File: src/timer8_pkg.sv
// constants and types shared by the 8-bit timer/counter files
package timer8_pkg;
   // register byte offsets on the wishbone bus
   localparam logic [7:0] OFS_CONTROL = 8'h00;
   localparam logic [7:0] OFS_COUNT = 8'h04;
   localparam logic [7:0] OFS_COMPARE = 8'h08;
   localparam logic [7:0] OFS_FLAG = 8'h0C;
   localparam logic [7:0] OFS_MASK = 8'h10;
   localparam logic [7:0] OFS_ASYNC = 8'h14;
   // field positions
   localparam int CTRL_CS_LSB = 0;
   localparam int CTRL_WAVE_LSB = 3;
   localparam int CTRL_COM_LSB = 5;
   localparam int FLAG_OVF_BIT = 0;
   localparam int FLAG_CMP_BIT = 1;
   localparam int ASYNC_SEL_BIT = 0;
   // reset values
   localparam logic [7:0] CONTROL_RST = 8'h00;
   localparam logic [7:0] COUNT_RST = 8'h00;
   localparam logic [7:0] COMPARE_RST = 8'h00;
   localparam logic [7:0] MASK_RST = 8'h00;
   localparam logic [7:0] ASYNC_RST = 8'h00;
   // count extremes
   localparam logic [7:0] COUNT_BOTTOM = 8'h00;
   localparam logic [7:0] COUNT_MAX = 8'hFF;
   // prescaler masks: tick when the masked prescaler bits are all ones
   localparam logic [9:0] PRE_MASK_1 = 10'h000;
   localparam logic [9:0] PRE_MASK_8 = 10'h007;
   localparam logic [9:0] PRE_MASK_32 = 10'h01F;
   localparam logic [9:0] PRE_MASK_64 = 10'h03F;
   localparam logic [9:0] PRE_MASK_128 = 10'h07F;
   localparam logic [9:0] PRE_MASK_256 = 10'h0FF;
   localparam logic [9:0] PRE_MASK_1024 = 10'h3FF;
   localparam logic [2:0] CS_STOPPED = 3'h0;
   // waveform modes and compare output modes
   typedef enum logic [1:0] {
      WAVE_NORMAL = 2'b00,
      WAVE_PHASE_PWM = 2'b01,
      WAVE_CTC = 2'b10,
      WAVE_FAST_PWM = 2'b11
   } wave_mode_t;
   typedef enum logic [1:0] {
      COM_OFF = 2'b00,
      COM_TOGGLE = 2'b01,
      COM_CLEAR = 2'b10,
      COM_SET = 2'b11
   } out_mode_t;
endpackage

File: src/timer_core_if.sv
// signals between the counter unit and the compare/waveform unit
`timescale 1ns/1ns
interface timer_core_if;
   logic timer_tick;
   logic [7:0] count_value;
   logic [7:0] compare_value;
   logic [7:0] compare_active;
   logic count_down;
   logic match;
   logic wave_state;
   timer8_pkg::wave_mode_t wave_mode;
   timer8_pkg::out_mode_t out_mode;
   modport counter (output timer_tick, count_value, compare_value, count_down, wave_mode,
                    out_mode, input compare_active, match, wave_state);
   modport compare (input timer_tick, count_value, compare_value, count_down, wave_mode,
                    out_mode, output compare_active, match, wave_state);
endinterface

File: src/timer_tick_gen.sv
// tick source: i/o clock or synchronised crystal edges, then prescaler
`timescale 1ns/1ns
module timer_tick_gen (
   // clock and reset
   input wire logic core_clk_in,
   input wire logic rst_n_in,
   // crystal pins
   input wire logic crystal_in_pin_in,
   output logic crystal_out_pin_out,
   // selection
   input wire logic async_clock_select_in,
   input wire logic [2:0] clock_select_field_in,
   // tick
   output logic timer_tick_out
);
   logic [2:0] xtal_sync_ff;
   logic [9:0] prescale_ff;
   logic xtal_level_ff;
   logic src_pulse;
   logic [9:0] mask;

   // three-stage synchroniser; only stages two and three are compared
   always_ff @(posedge core_clk_in or negedge rst_n_in) begin
      if (!rst_n_in) begin
         xtal_sync_ff <= 3'h0;
      end else begin
         xtal_sync_ff <= {xtal_sync_ff[1:0], crystal_in_pin_in};
      end
   end

   // feedback to the oscillator pin, inverted as an amplifier would
   assign crystal_out_pin_out = ~xtal_sync_ff[2];

   // accepted crystal level; moves only once stages two and three agree
   always_ff @(posedge core_clk_in or negedge rst_n_in) begin
      if (!rst_n_in) begin
         xtal_level_ff <= 1'b0;
      end else if (xtal_sync_ff[1] == xtal_sync_ff[2]) begin
         xtal_level_ff <= xtal_sync_ff[2];
      end
   end

   // source pulse: every cycle, or once per accepted crystal rise
   assign src_pulse = async_clock_select_in ?
                      (xtal_sync_ff[2] & xtal_sync_ff[1] & ~xtal_level_ff) : 1'b1;

   // divider position to tick on
   always_comb begin
      unique case (clock_select_field_in)
         3'h1: mask = timer8_pkg::PRE_MASK_1;
         3'h2: mask = timer8_pkg::PRE_MASK_8;
         3'h3: mask = timer8_pkg::PRE_MASK_32;
         3'h4: mask = timer8_pkg::PRE_MASK_64;
         3'h5: mask = timer8_pkg::PRE_MASK_128;
         3'h6: mask = timer8_pkg::PRE_MASK_256;
         3'h7: mask = timer8_pkg::PRE_MASK_1024;
         default: mask = timer8_pkg::PRE_MASK_1;
      endcase
   end

   // free-running prescaler, cleared to zero while stopped so a restart is clean
   always_ff @(posedge core_clk_in or negedge rst_n_in) begin
      if (!rst_n_in) begin
         prescale_ff <= 10'h000;
      end else if (clock_select_field_in == timer8_pkg::CS_STOPPED) begin
         prescale_ff <= 10'h000;
      end else if (src_pulse) begin
         prescale_ff <= prescale_ff + 10'h001;
      end
   end

   // no tick at all with the stopped selection
   assign timer_tick_out = (clock_select_field_in != timer8_pkg::CS_STOPPED) & src_pulse
                           & ((prescale_ff & mask) == mask);
endmodule

File: src/compare_wave_unit.sv
// double-buffered compare, comparator and waveform generator
`timescale 1ns/1ns
module compare_wave_unit (
   // clock and reset
   input wire logic core_clk_in,
   input wire logic rst_n_in,
   // link to the counter unit
   timer_core_if.compare core
);
   logic pwm_mode;
   logic at_max;
   logic at_bottom;

   assign pwm_mode = (core.wave_mode == timer8_pkg::WAVE_PHASE_PWM) |
                     (core.wave_mode == timer8_pkg::WAVE_FAST_PWM);
   assign at_max = core.count_value == timer8_pkg::COUNT_MAX;
   assign at_bottom = core.count_value == timer8_pkg::COUNT_BOTTOM;

   // active buffer: follows software at once outside pwm, at max in pwm
   always_ff @(posedge core_clk_in or negedge rst_n_in) begin
      if (!rst_n_in) begin
         core.compare_active <= timer8_pkg::COMPARE_RST;
      end else if (!pwm_mode || (core.timer_tick && at_max)) begin
         core.compare_active <= core.compare_value;
      end
   end

   // comparator runs all the time
   assign core.match = core.count_value == core.compare_active;

   // internal output state; moves only while an output mode enables the pin, holds otherwise
   always_ff @(posedge core_clk_in or negedge rst_n_in) begin
      if (!rst_n_in) begin
         core.wave_state <= 1'b0;
      end else if (core.timer_tick && core.out_mode != timer8_pkg::COM_OFF) begin
         unique case (core.wave_mode)
            timer8_pkg::WAVE_NORMAL, timer8_pkg::WAVE_CTC: begin
               if (core.match) begin
                  core.wave_state <= (core.out_mode == timer8_pkg::COM_TOGGLE) ?
                     ~core.wave_state : (core.out_mode == timer8_pkg::COM_SET);
               end
            end
            timer8_pkg::WAVE_FAST_PWM: begin
               // at max the match level wins, so compare at max gives a flat line
               if (core.match) begin
                  core.wave_state <= (core.out_mode == timer8_pkg::COM_SET);
               end else if (at_max && core.out_mode != timer8_pkg::COM_TOGGLE) begin
                  core.wave_state <= (core.out_mode == timer8_pkg::COM_CLEAR);
               end
            end
            timer8_pkg::WAVE_PHASE_PWM: begin
               // up-count match clears (non-inverted), down-count or bottom sets
               if (core.match && core.out_mode != timer8_pkg::COM_TOGGLE) begin
                  core.wave_state <= (core.count_down | at_bottom) ^
                                     (core.out_mode == timer8_pkg::COM_SET);
               end
            end
         endcase
      end
   end
endmodule

File: src/timer8_count_compare_unit.sv
// 8-bit timer/counter with one compare channel and a wishbone register port
//
// The register addresses and register access over Wishbone were chosen for this implementation.
`timescale 1ns/1ns
module timer8_count_compare_unit (
   // clock and reset
   input wire logic core_clk_in,
   input wire logic rst_n_in,
   // wishbone slave
   input wire logic wb_cyc_in,
   input wire logic wb_stb_in,
   input wire logic wb_we_in,
   input wire logic [7:0] wb_adr_in,
   input wire logic [3:0] wb_sel_in,
   input wire logic [31:0] wb_dat_in,
   output logic [31:0] wb_dat_out,
   output logic wb_ack_out,
   // interrupt requests and service acknowledges
   output logic overflow_irq_out,
   output logic compare_irq_out,
   input wire logic overflow_irq_ack_in,
   input wire logic compare_irq_ack_in,
   // compare output pin override
   output logic compare_output_out,
   output logic compare_output_en_out,
   // crystal oscillator pins
   input wire logic crystal_in_pin_in,
   output logic crystal_out_pin_out
);
   timer_core_if core ();

   // software registers
   logic [7:0] control_ff;
   logic [7:0] count_ff;
   logic [7:0] compare_ff;
   logic [7:0] mask_ff;
   logic [7:0] async_ff;
   logic overflow_flag_ff;
   logic compare_flag_ff;
   logic count_down_ff;
   logic wb_ack_ff;
   logic [7:0] rd_data_ff;

   // bus decode
   logic bus_req;
   logic wr_en;
   logic wr_lane;
   logic wr_control;
   logic wr_count;
   logic wr_compare;
   logic wr_flag;
   logic wr_mask;
   logic wr_async;
   logic [7:0] rd_data;

   // counter unit internals
   logic [2:0] clock_select_field;
   logic async_clock_select;
   logic timer_tick;
   logic [7:0] top_value;
   logic at_top;
   logic at_bottom;
   logic at_max;
   logic ctr_clear;
   logic ctr_count;
   logic nxt_count_down;
   logic [7:0] nxt_count;
   logic overflow_event;
   logic compare_event;
   logic clr_overflow;

   // field extraction
   assign clock_select_field = control_ff[timer8_pkg::CTRL_CS_LSB +: 3];
   assign async_clock_select = async_ff[timer8_pkg::ASYNC_SEL_BIT];
   // mode fields reach the compare unit over the link
   assign core.wave_mode = timer8_pkg::wave_mode_t'(control_ff[timer8_pkg::CTRL_WAVE_LSB +: 2]);
   assign core.out_mode = timer8_pkg::out_mode_t'(control_ff[timer8_pkg::CTRL_COM_LSB +: 2]);

   // tick source and prescaler
   timer_tick_gen timer_tick_gen_i (
      .core_clk_in(core_clk_in),
      .rst_n_in(rst_n_in),
      .crystal_in_pin_in(crystal_in_pin_in),
      .crystal_out_pin_out(crystal_out_pin_out),
      .async_clock_select_in(async_clock_select),
      .clock_select_field_in(clock_select_field),
      .timer_tick_out(timer_tick)
   );

   // compare and waveform unit
   compare_wave_unit compare_wave_unit_i (
      .core_clk_in(core_clk_in),
      .rst_n_in(rst_n_in),
      .core(core)
   );

   // counter side of the link
   assign core.timer_tick = timer_tick;
   assign core.count_value = count_ff;
   assign core.compare_value = compare_ff;
   assign core.count_down = count_down_ff;

   // ---- wishbone slave ----

   // one request per cycle/strobe pair; ack comes one cycle after the strobe
   assign bus_req = wb_cyc_in & wb_stb_in;

   // a write lands on the edge where the master sees ack
   assign wr_en = bus_req & wb_we_in & wb_ack_ff;

   // only byte lane zero carries register data
   assign wr_lane = wr_en & wb_sel_in[0];

   // one select per register offset
   assign wr_control = wr_lane & (wb_adr_in == timer8_pkg::OFS_CONTROL);
   assign wr_count = wr_lane & (wb_adr_in == timer8_pkg::OFS_COUNT);
   assign wr_compare = wr_lane & (wb_adr_in == timer8_pkg::OFS_COMPARE);
   assign wr_flag = wr_lane & (wb_adr_in == timer8_pkg::OFS_FLAG);
   assign wr_mask = wr_lane & (wb_adr_in == timer8_pkg::OFS_MASK);
   assign wr_async = wr_lane & (wb_adr_in == timer8_pkg::OFS_ASYNC);

   // ack pulses high for one cycle, drops even if the master is slow to release
   always_ff @(posedge core_clk_in or negedge rst_n_in) begin
      if (!rst_n_in) begin
         wb_ack_ff <= 1'b0;
      end else begin
         wb_ack_ff <= bus_req & ~wb_ack_ff;
      end
   end

   // ack from a flop, no path from the strobe
   assign wb_ack_out = wb_ack_ff;

   // read mux; unmapped offsets answer with zero
   always_comb begin
      unique case (wb_adr_in)
         timer8_pkg::OFS_CONTROL: rd_data = control_ff;
         timer8_pkg::OFS_COUNT: rd_data = count_ff;
         timer8_pkg::OFS_COMPARE: rd_data = compare_ff;
         timer8_pkg::OFS_FLAG: begin
            rd_data = 8'h00;
            rd_data[timer8_pkg::FLAG_OVF_BIT] = overflow_flag_ff;
            rd_data[timer8_pkg::FLAG_CMP_BIT] = compare_flag_ff;
         end
         timer8_pkg::OFS_MASK: rd_data = mask_ff;
         timer8_pkg::OFS_ASYNC: rd_data = async_ff;
         default: rd_data = 8'h00;
      endcase
   end

   // read data is captured with the request so it stands steady under ack
   always_ff @(posedge core_clk_in or negedge rst_n_in) begin
      if (!rst_n_in) begin
         rd_data_ff <= 8'h00;
      end else if (bus_req & ~wb_ack_ff) begin
         rd_data_ff <= rd_data;
      end
   end

   // upper lanes always read zero
   assign wb_dat_out = {24'h000000, rd_data_ff};

   // ---- configuration registers ----

   // control: clock select, wave mode, output mode
   always_ff @(posedge core_clk_in or negedge rst_n_in) begin
      if (!rst_n_in) begin
         control_ff <= timer8_pkg::CONTROL_RST;
      end else if (wr_control) begin
         control_ff <= wb_dat_in[7:0];
      end
   end

   // interrupt mask bits
   always_ff @(posedge core_clk_in or negedge rst_n_in) begin
      if (!rst_n_in) begin
         mask_ff <= timer8_pkg::MASK_RST;
      end else if (wr_mask) begin
         mask_ff <= wb_dat_in[7:0];
      end
   end

   // asynchronous clock select; only the select bit is kept
   always_ff @(posedge core_clk_in or negedge rst_n_in) begin
      if (!rst_n_in) begin
         async_ff <= timer8_pkg::ASYNC_RST;
      end else if (wr_async) begin
         async_ff <= 8'h00;
         async_ff[timer8_pkg::ASYNC_SEL_BIT] <= wb_dat_in[timer8_pkg::ASYNC_SEL_BIT];
      end
   end

   // software side of the compare buffer
   always_ff @(posedge core_clk_in or negedge rst_n_in) begin
      if (!rst_n_in) begin
         compare_ff <= timer8_pkg::COMPARE_RST;
      end else if (wr_compare) begin
         compare_ff <= wb_dat_in[7:0];
      end
   end

   // ---- counter unit ----

   // top is max, or the compare value in clear-on-compare mode
   assign top_value = (core.wave_mode == timer8_pkg::WAVE_CTC) ? core.compare_active
                                                               : timer8_pkg::COUNT_MAX;
   // extremes for the sequence and the overflow point
   assign at_top = count_ff == top_value;
   assign at_bottom = count_ff == timer8_pkg::COUNT_BOTTOM;
   assign at_max = count_ff == timer8_pkg::COUNT_MAX;

   // clear only in clear-on-compare mode at a match; output mode plays no part
   assign ctr_clear = (core.wave_mode == timer8_pkg::WAVE_CTC) & core.match;
   // every tick is a step; the stopped selection never ticks
   assign ctr_count = timer_tick;

   // sequence selection per wave mode
   always_comb begin
      nxt_count = count_ff;
      nxt_count_down = count_down_ff;
      if (ctr_count) begin
         unique case (core.wave_mode)
            timer8_pkg::WAVE_NORMAL, timer8_pkg::WAVE_FAST_PWM: begin
               // no clear here; the wrap marks overflow
               nxt_count = count_ff + 8'h01;
               nxt_count_down = 1'b0;
            end
            timer8_pkg::WAVE_CTC: begin
               // the clear replaces the step, compare is top
               nxt_count = ctr_clear ? timer8_pkg::COUNT_BOTTOM : count_ff + 8'h01;
               nxt_count_down = 1'b0;
            end
            timer8_pkg::WAVE_PHASE_PWM: begin
               // turn around at top and at bottom
               if (!count_down_ff && at_top) begin
                  nxt_count_down = 1'b1;
               end else if (count_down_ff && at_bottom) begin
                  nxt_count_down = 1'b0;
               end
               nxt_count = nxt_count_down ? count_ff - 8'h01 : count_ff + 8'h01;
            end
         endcase
      end
   end

   // count register; a software write beats the tick in the same cycle
   always_ff @(posedge core_clk_in or negedge rst_n_in) begin
      if (!rst_n_in) begin
         count_ff <= timer8_pkg::COUNT_RST;
      end else if (wr_count) begin
         count_ff <= wb_dat_in[7:0];
      end else begin
         count_ff <= nxt_count;
      end
   end

   // direction follows the sequence even across a count write
   always_ff @(posedge core_clk_in or negedge rst_n_in) begin
      if (!rst_n_in) begin
         count_down_ff <= 1'b0;
      end else begin
         count_down_ff <= nxt_count_down;
      end
   end

   // ---- flags ----

   // overflow: at max wrap in up modes, at bottom turn in phase pwm
   always_comb begin
      overflow_event = 1'b0;
      // a same-cycle count write takes the event away
      if (timer_tick && !wr_count) begin
         if (core.wave_mode == timer8_pkg::WAVE_PHASE_PWM) begin
            overflow_event = count_down_ff & at_bottom;
         end else begin
            overflow_event = at_max & ~ctr_clear;
         end
      end
   end

   // match registers into the flag at the tick seen with the match
   assign compare_event = timer_tick & core.match & ~wr_count;

   // service pulse or write-one; loses to a same-cycle event
   assign clr_overflow = overflow_irq_ack_in | (wr_flag & wb_dat_in[timer8_pkg::FLAG_OVF_BIT]);

   // overflow flag; a new event wins over a same-cycle clear
   always_ff @(posedge core_clk_in or negedge rst_n_in) begin
      if (!rst_n_in) begin
         overflow_flag_ff <= 1'b0;
      end else if (overflow_event) begin
         overflow_flag_ff <= 1'b1;
      end else if (clr_overflow) begin
         overflow_flag_ff <= 1'b0;
      end
   end

   // compare flag; write-one clears, write-zero leaves it
   always_ff @(posedge core_clk_in or negedge rst_n_in) begin
      if (!rst_n_in) begin
         compare_flag_ff <= 1'b0;
      end else if (compare_event) begin
         compare_flag_ff <= 1'b1;
      end else if (compare_irq_ack_in) begin
         compare_flag_ff <= 1'b0;
      end else if (wr_flag && wb_dat_in[timer8_pkg::FLAG_CMP_BIT]) begin
         compare_flag_ff <= 1'b0;
      end
   end

   // each request gated by its own mask bit
   assign overflow_irq_out = overflow_flag_ff & mask_ff[timer8_pkg::FLAG_OVF_BIT];
   assign compare_irq_out = compare_flag_ff & mask_ff[timer8_pkg::FLAG_CMP_BIT];

   // ---- pin override ----

   // pin is taken over whenever an output mode is chosen
   assign compare_output_en_out = core.out_mode != timer8_pkg::COM_OFF;
   assign compare_output_out = core.wave_state;
endmodule

File: config.mk
export PLATFORM = sky130hd
export DESIGN_NAME = timer8_count_compare_unit
export DESIGN_NICKNAME = d
export VERILOG_FILES = /design/src/timer8_pkg.sv /design/src/timer_core_if.sv /design/src/timer_tick_gen.sv /design/src/compare_wave_unit.sv /design/src/timer8_count_compare_unit.sv
export SDC_FILE = /design/constraint.sdc
export NUM_CORES = 1
export LEC_CHECK = 0
export ABC_AREA = 1
export BUFFER_PORTS_ARGS = -buffer_cell sky130_fd_sc_hd__buf_2
export CAP_MARGIN = 20
export CORE_ASPECT_RATIO = 0.75
export CORE_UTILIZATION = 40
export CTS_CLUSTER_DIAMETER = 150
export DETAILED_ROUTE_END_ITERATION = 8
export HOLD_SLACK_MARGIN = 0.1
export PLACE_DENSITY_LB_ADDON = 0.25
export SYNTH_ARGS = -nofsm -noshare
export SYNTH_HDL_FRONTEND = slang
export SYNTH_SLANG_ARGS = --single-unit
File: constraint.sdc
create_clock -name core_clk_in -period 5.2 [get_ports core_clk_in]
set_clock_uncertainty 0.15 [all_clocks]
set_input_delay 0.52 -clock core_clk_in [delete_from_list [all_inputs] [get_ports core_clk_in]]
set_output_delay 0.52 -clock core_clk_in [all_outputs]
set_load 0.01 [all_outputs]
# After elaboration in Yosys (flattened, before gate mapping)
# Index checks and enable logic that the tools add are counted.
# totals
ff_bits	68
out_inout_bits	38
inputBits	52
wordCells	133
# op_classes
muxes	29
n_eq_ne	26
n_bitwise	34
n_reduce_logical	26
addsub	3
# ops
op	count
case mux 10 bit (6 select lines)	1
case mux 8 bit (6 select lines)	1
2-to-1 mux 8 bit	5
case mux 8 bit (3 select lines)	1
bitwise AND 1 bit	23
2-to-1 mux 10 bit	2
2-to-1 mux 1 bit	17
== test 8 x 4 -> 1 bit (second input constant)	2
== test 8 x 5 -> 1 bit (second input constant)	2
== test 8 bit	2
zero test 8 bit	2
== test 3 bit (second input constant)	4
adder 10 x 1 -> 10 bit (second input constant)	1
bitwise AND 10 bit	1
== test 10 bit	1
adder 8 x 1 -> 8 bit (second input constant)	1
== test 2 bit (second input constant)	4
== test 8 x 3 -> 1 bit (second input constant)	1
== test 8 bit (second input constant)	1
logical AND 1 bit	8
nonzero test 2 bit	4
subtractor 8 x 1 -> 8 bit (second input constant)	1
== test 3 x 2 -> 1 bit (second input constant)	2
inequality test 2 x 1 -> 1 bit (second input constant)	3
other kinds (16)	28

# Logic depth before layout (Yosys ltp)
# logic_depth
depth_word	11
depth_mapped	18
depth_no_buf	17

# Hierarchy
# From an unflattened synthesis, not the netlist that was laid out.
# hier_totals
cells_unflattened	612
area_unflattened_um2	4391.7
# modules_own_cells
module	cells_each	n_inst	area_each_um2
timer8_count_compare_unit	405	1	2941.6
timer_tick_gen	101	1	764.5
compare_wave_unit	106	1	685.7

# Least setup slack after synthesis
# Ideal clock, no wire load.
# synth_path
path_type	reg-to-reg
startpoint	register control_ff[3]
endpoint	register count_ff[7], in the netlist core.count_value[7]
t_required_ns	4.934
t_arrival_ns	1.685
stages_incl_launch_ff	19
slack_ns	3.249
setup_time_ns	0.116
cell_sequence	dfrtp_1 > inv_1 > ha_1 > buf_2 > inv_1 > nand2_1 > nand2_1 > nor2_1 > nand2_1 > nor2_1 > nand2_1 > nand2_2 > nand2_1 > nand2_1 > nand2_2 > nand2_1 > nand2_1 > nand2_1 > nand2_1
# synth_between
elab_chain_cells	11
word_cells_on_any_way	17
classes_between	eq/ne (4); mux (9); bitwise (1); reduce/logical (3)
# synth_lines
element	line_no	rtl
start: declaration	timer8_count_compare_unit.sv:33	logic [7:0] control_ff;
start signal: assignment	timer8_count_compare_unit.sv:168	control_ff <= timer8_pkg::CONTROL_RST;
start signal: assignment	timer8_count_compare_unit.sv:170	control_ff <= wb_dat_in[7:0];
== test 2 bit	timer8_count_compare_unit.sv:205, timer8_count_compare_unit.sv:213, timer8_count_compare_unit.sv:222	
2-to-1 mux 8 bit	timer8_count_compare_unit.sv:205	assign top_value = (core.wave_mode == timer8_pkg::WAVE_CTC) ? core.compare_active
== test 8 bit	timer8_count_compare_unit.sv:208	assign at_top = count_ff == top_value;
logical AND 1 bit	timer8_count_compare_unit.sv:235	if (!count_down_ff && at_top) begin
2-to-1 mux 1 bit	timer8_count_compare_unit.sv:235	
2-to-1 mux 1 bit	timer8_count_compare_unit.sv:222	unique case (core.wave_mode)
2-to-1 mux 1 bit	timer8_count_compare_unit.sv:221	if (ctr_count) begin
2-to-1 mux 8 bit	timer8_count_compare_unit.sv:240	nxt_count = nxt_count_down ? count_ff - 8'h01 : count_ff + 8'h01;
case mux 8 bit (3 select lines) *	timer8_count_compare_unit.sv:222	
2-to-1 mux 8 bit *	timer8_count_compare_unit.sv:221	
2-to-1 mux 8 bit *	timer8_count_compare_unit.sv:250	end else if (wr_count) begin
end signal: assignment	timer8_count_compare_unit.sv:249	count_ff <= timer8_pkg::COUNT_RST;
end signal: assignment	timer8_count_compare_unit.sv:251	count_ff <= wb_dat_in[7:0];
end signal: assignment	timer8_count_compare_unit.sv:253	count_ff <= nxt_count;
end: declaration	timer8_count_compare_unit.sv:34	logic [7:0] count_ff;
# Mark *: on every way between the ends. The rest lies on a longest branch, timed or not. The select of a mux whose other input is x is not followed.
# A chain may end at the register's enable or synchronous reset.

# Final worst setup path
# layout_path
startpoint	register control_ff[3]
endpoint	register count_ff[1], in the netlist core.count_value[1]
# The elaborated chain is that of the path after synthesis.

==> impl_metrics.json <==
{
  "status": "finished, final reports clean",
  "fmax_mhz": 413,
  "insertion_delay_ns": 0.34,
  "fin_nets": 660,
  "fin_crit_sh_pct": 46.6,
  "cpMostUsedCell": "nand2_1",
  "cts_hold_buf": 0,
  "wl_per_cell_um": 14.6,
  "p_leak_nw": 2.37,
  "antennaDiodeCount": 0,
  "die-area_um2": 10700,
  "numCtsBuffers": 9,
  "gp_congestion": 0.904,
  "layout_commonest_cell": "nand2_1",
  "viasPerCell": 5.13,
  "grt_max_degree": 69,
  "setup_viol": 0,
  "worst_slack_ns": 2.78,
  "antenna_found_initial": 0,
  "h-tree-depth": 3,
  "max-vdd-ir-drop_mv": 0.150,
  "die_w_um": 119,
  "power_mw": 1.29,
  "clkTransAtPathRegs_ns": 0.06,
  "core_um2": 9810,
  "die_y_um": 89.7,
  "critPathLaunchType": "register",
  "finalCriticalPeriod_ns": 2.42,
  "min_path_type": "primary input to register",
  "layout-drive-gt1-share_pct": 14.0,
  "cp.required_ns": 5.28,
  "areaGrowthSynthToFinish_pct": 13.1,
  "path_class": "register to register",
  "placementRows": 31,
  "overflow": 0,
  "maxCapViolations": 0,
  "place_ws_ns": 2.82,
  "post-cts-setup-buffers": 0,
  "layout_common_cells": "nand2_1 (183), dfrtp_1 (68), inv_1 (63)",
  "hpwl_um": 8080,
  "synth_seq_area_share_pct": 41.5,
  "syn_avg_cell_area_um2": 7.33,
  "worstMarginPinSlew_ns": 0.870,
  "cts_resized": 0,
  "hold_viol": 0,
  "portBuffers": 38,
  "synthArstFlopShare_pct": 100,
  "drtPass1Iterations": 5,
  "synth-main-ff-cell": "dfrtp_1",
  "crit_path_end_kind": "register",
  "tns_ns": 0,
  "drt_iter0_drc": 254,
  "critical_path.max_fanout": 8,
  "grt_pass1_wl_um": 17900,
  "final_cell_area_um2": 4640,
  "wl_um": 10800,
  "cts_sinks": 68,
  "ys_types": 38,
  "dr_total_vias": 3784,
  "synth_area_um2": 4100,
  "finalMaxSlewViolations": 0,
  "track_usage_pct": 21.8,
  "yosys_warnings": 0,
  "fin_util_pct": 47.3,
  "cp.arrival_ns": 2.50,
  "p_per_area_nw_per_um2": 277,
  "initial_core_util_pct": 41.8,
  "placed_area_um2": 4320,
  "clock_path_buffers": 2,
  "ys_ff_latch": 68,
  "syn_inst": 560,
  "drc": 0,
  "relSlewSlack_pct": 42.0,
  "grt_pass1_vias": 3537,
  "synth_edf_count": 0,
  "cts.root.buffer_cell": "clkbuf_16",
  "io_pins": 90,
  "rsz0062_at_grt": "false",
  "cp_cell_sequence": "inv_1 > ha_1 > inv_1 > nand2_1 > nand2_1 > nor2_1 > nand2_1 > nor2_1 > nand2_1 > nand2_2 > nand2_1 > nand2_1 > nand2_2 > nand2_1 > nand2_1 > nand2_1 > nand2_1",
  "ant_nets": 0,
  "critPathMaxStageDelay_ns": 0.41,
  "slowest_stage": "dfrtp_1",
  "cts_tree": "built"
}
[registers in the layout (all words and copies together), names as in the netlist, 3 cells and up]
register                                 flops
timer_tick_gen_i.prescale_ff                10
compare_ff                                   8
compare_wave_unit_i.core.compare_active      8
control_ff                                   8
core.count_value                             8
mask_ff                                      8
rd_data_ff                                   8
timer_tick_gen_i.xtal_sync_ff                3
[critical path, delay by kind of cell, from the launching register on]
kind	cells	cell delay [ns]
AND/OR/NAND/NOR	14	1.10
flip-flops	1	0.41
adder cells (fa/ha/maj)	1	0.36
buffers and inverters	2	0.28
[cells by family (layout without fill, tap and decap cells)]
kind of cell             Yosys count  after routing  synth area share (%)
XOR/XNOR                           7              7                  1.49
AND/OR/NAND/NOR                  265            265                  27.3
other                              1             24                0.0914
AO/OA/AOI/OAI                    100            100                  14.2
flip-flops                        68             68                  41.5
adder cells (fa/ha/maj)            8              8                  2.44
buffers and inverters            111            133                  13.0
[path summary, 6_finish.rpt]
check                      cells after the start  slack [ns]                          endpoint                             start
hold / removal                                 1        0.13  timer_tick_gen_i.xtal_sync_ff[0]                 crystal_in_pin_in
setup reg to reg                              17        2.78               core.count_value[1]                     control_ff[3]
min in group asynchronous                      2        0.22  timer_tick_gen_i.xtal_sync_ff[1]                          rst_n_in
max in group asynchronous                      2        4.10                  overflow_flag_ff                          rst_n_in
hold reg to reg                                0        0.20  timer_tick_gen_i.xtal_sync_ff[1]  timer_tick_gen_i.xtal_sync_ff[0]
setup / recovery                              17        2.78               core.count_value[1]                     control_ff[3]
[synth_stat cells (5+ instances only)]
cell type | n | share of area, %
o22ai_1 | 9 | 1.4
nand4_1 | 9 | 1.4
buf_4 | 26 | 4.8
buf_2 | 6 | 0.73
o21ai_0 | 27 | 3.3
inv_1 | 63 | 5.8
nor2_1 | 34 | 3.1
nand3_1 | 17 | 2.1
o2111ai_1 | 5 | 1.1
dfrtp_1 | 68 | 41
nor3_1 | 5 | 0.61
nand2_1 | 183 | 17
xor2_1 | 7 | 1.5
inv_2 | 12 | 1.1
nand2_2 | 8 | 1.2
ha_1 | 8 | 2.4
o21ai_1 | 35 | 4.3
a21oi_1 | 13 | 1.6
[report_power, final]
part / total (mW) / internal (mW) / leakage (nW) / switching, mW
clock: 0.670 / 0.432 / 0.162 / 0.238
combinational: 0.0779 / 0.0200 / 1.27 / 0.0578
sequential: 0.537 / 0.534 / 0.940 / 0.00351
[cell type report]
cell class	instances	area, um2
clock buffer	10	239
clock inverter	6	87.6
fill	962	5170
inverter	78	295
multi-input combinational	404	1960
sequential	68	1700
tap	132	165
timing repair buffer	39	198
[through the flow]
step                cells  hold slack [ns]
CTS                   737            0.126
global placement      721            0.187
floorplan             583           0.0744
detailed placement    721            0.190
finish                737            0.134
global route          737            0.123
[per-layer routing]
metal / share of wire [%] / global-route usage, % / up-vias
met5: 0 / 0 / -
met1: 50 / 31.1 / 1791
met4: 1.5 / 6.65 / 0
met3: 7.4 / 5.90 / 17
li1: - / - / 1841
met2: 41 / 32.1 / 135
Power figures use the tool's default switching activity.
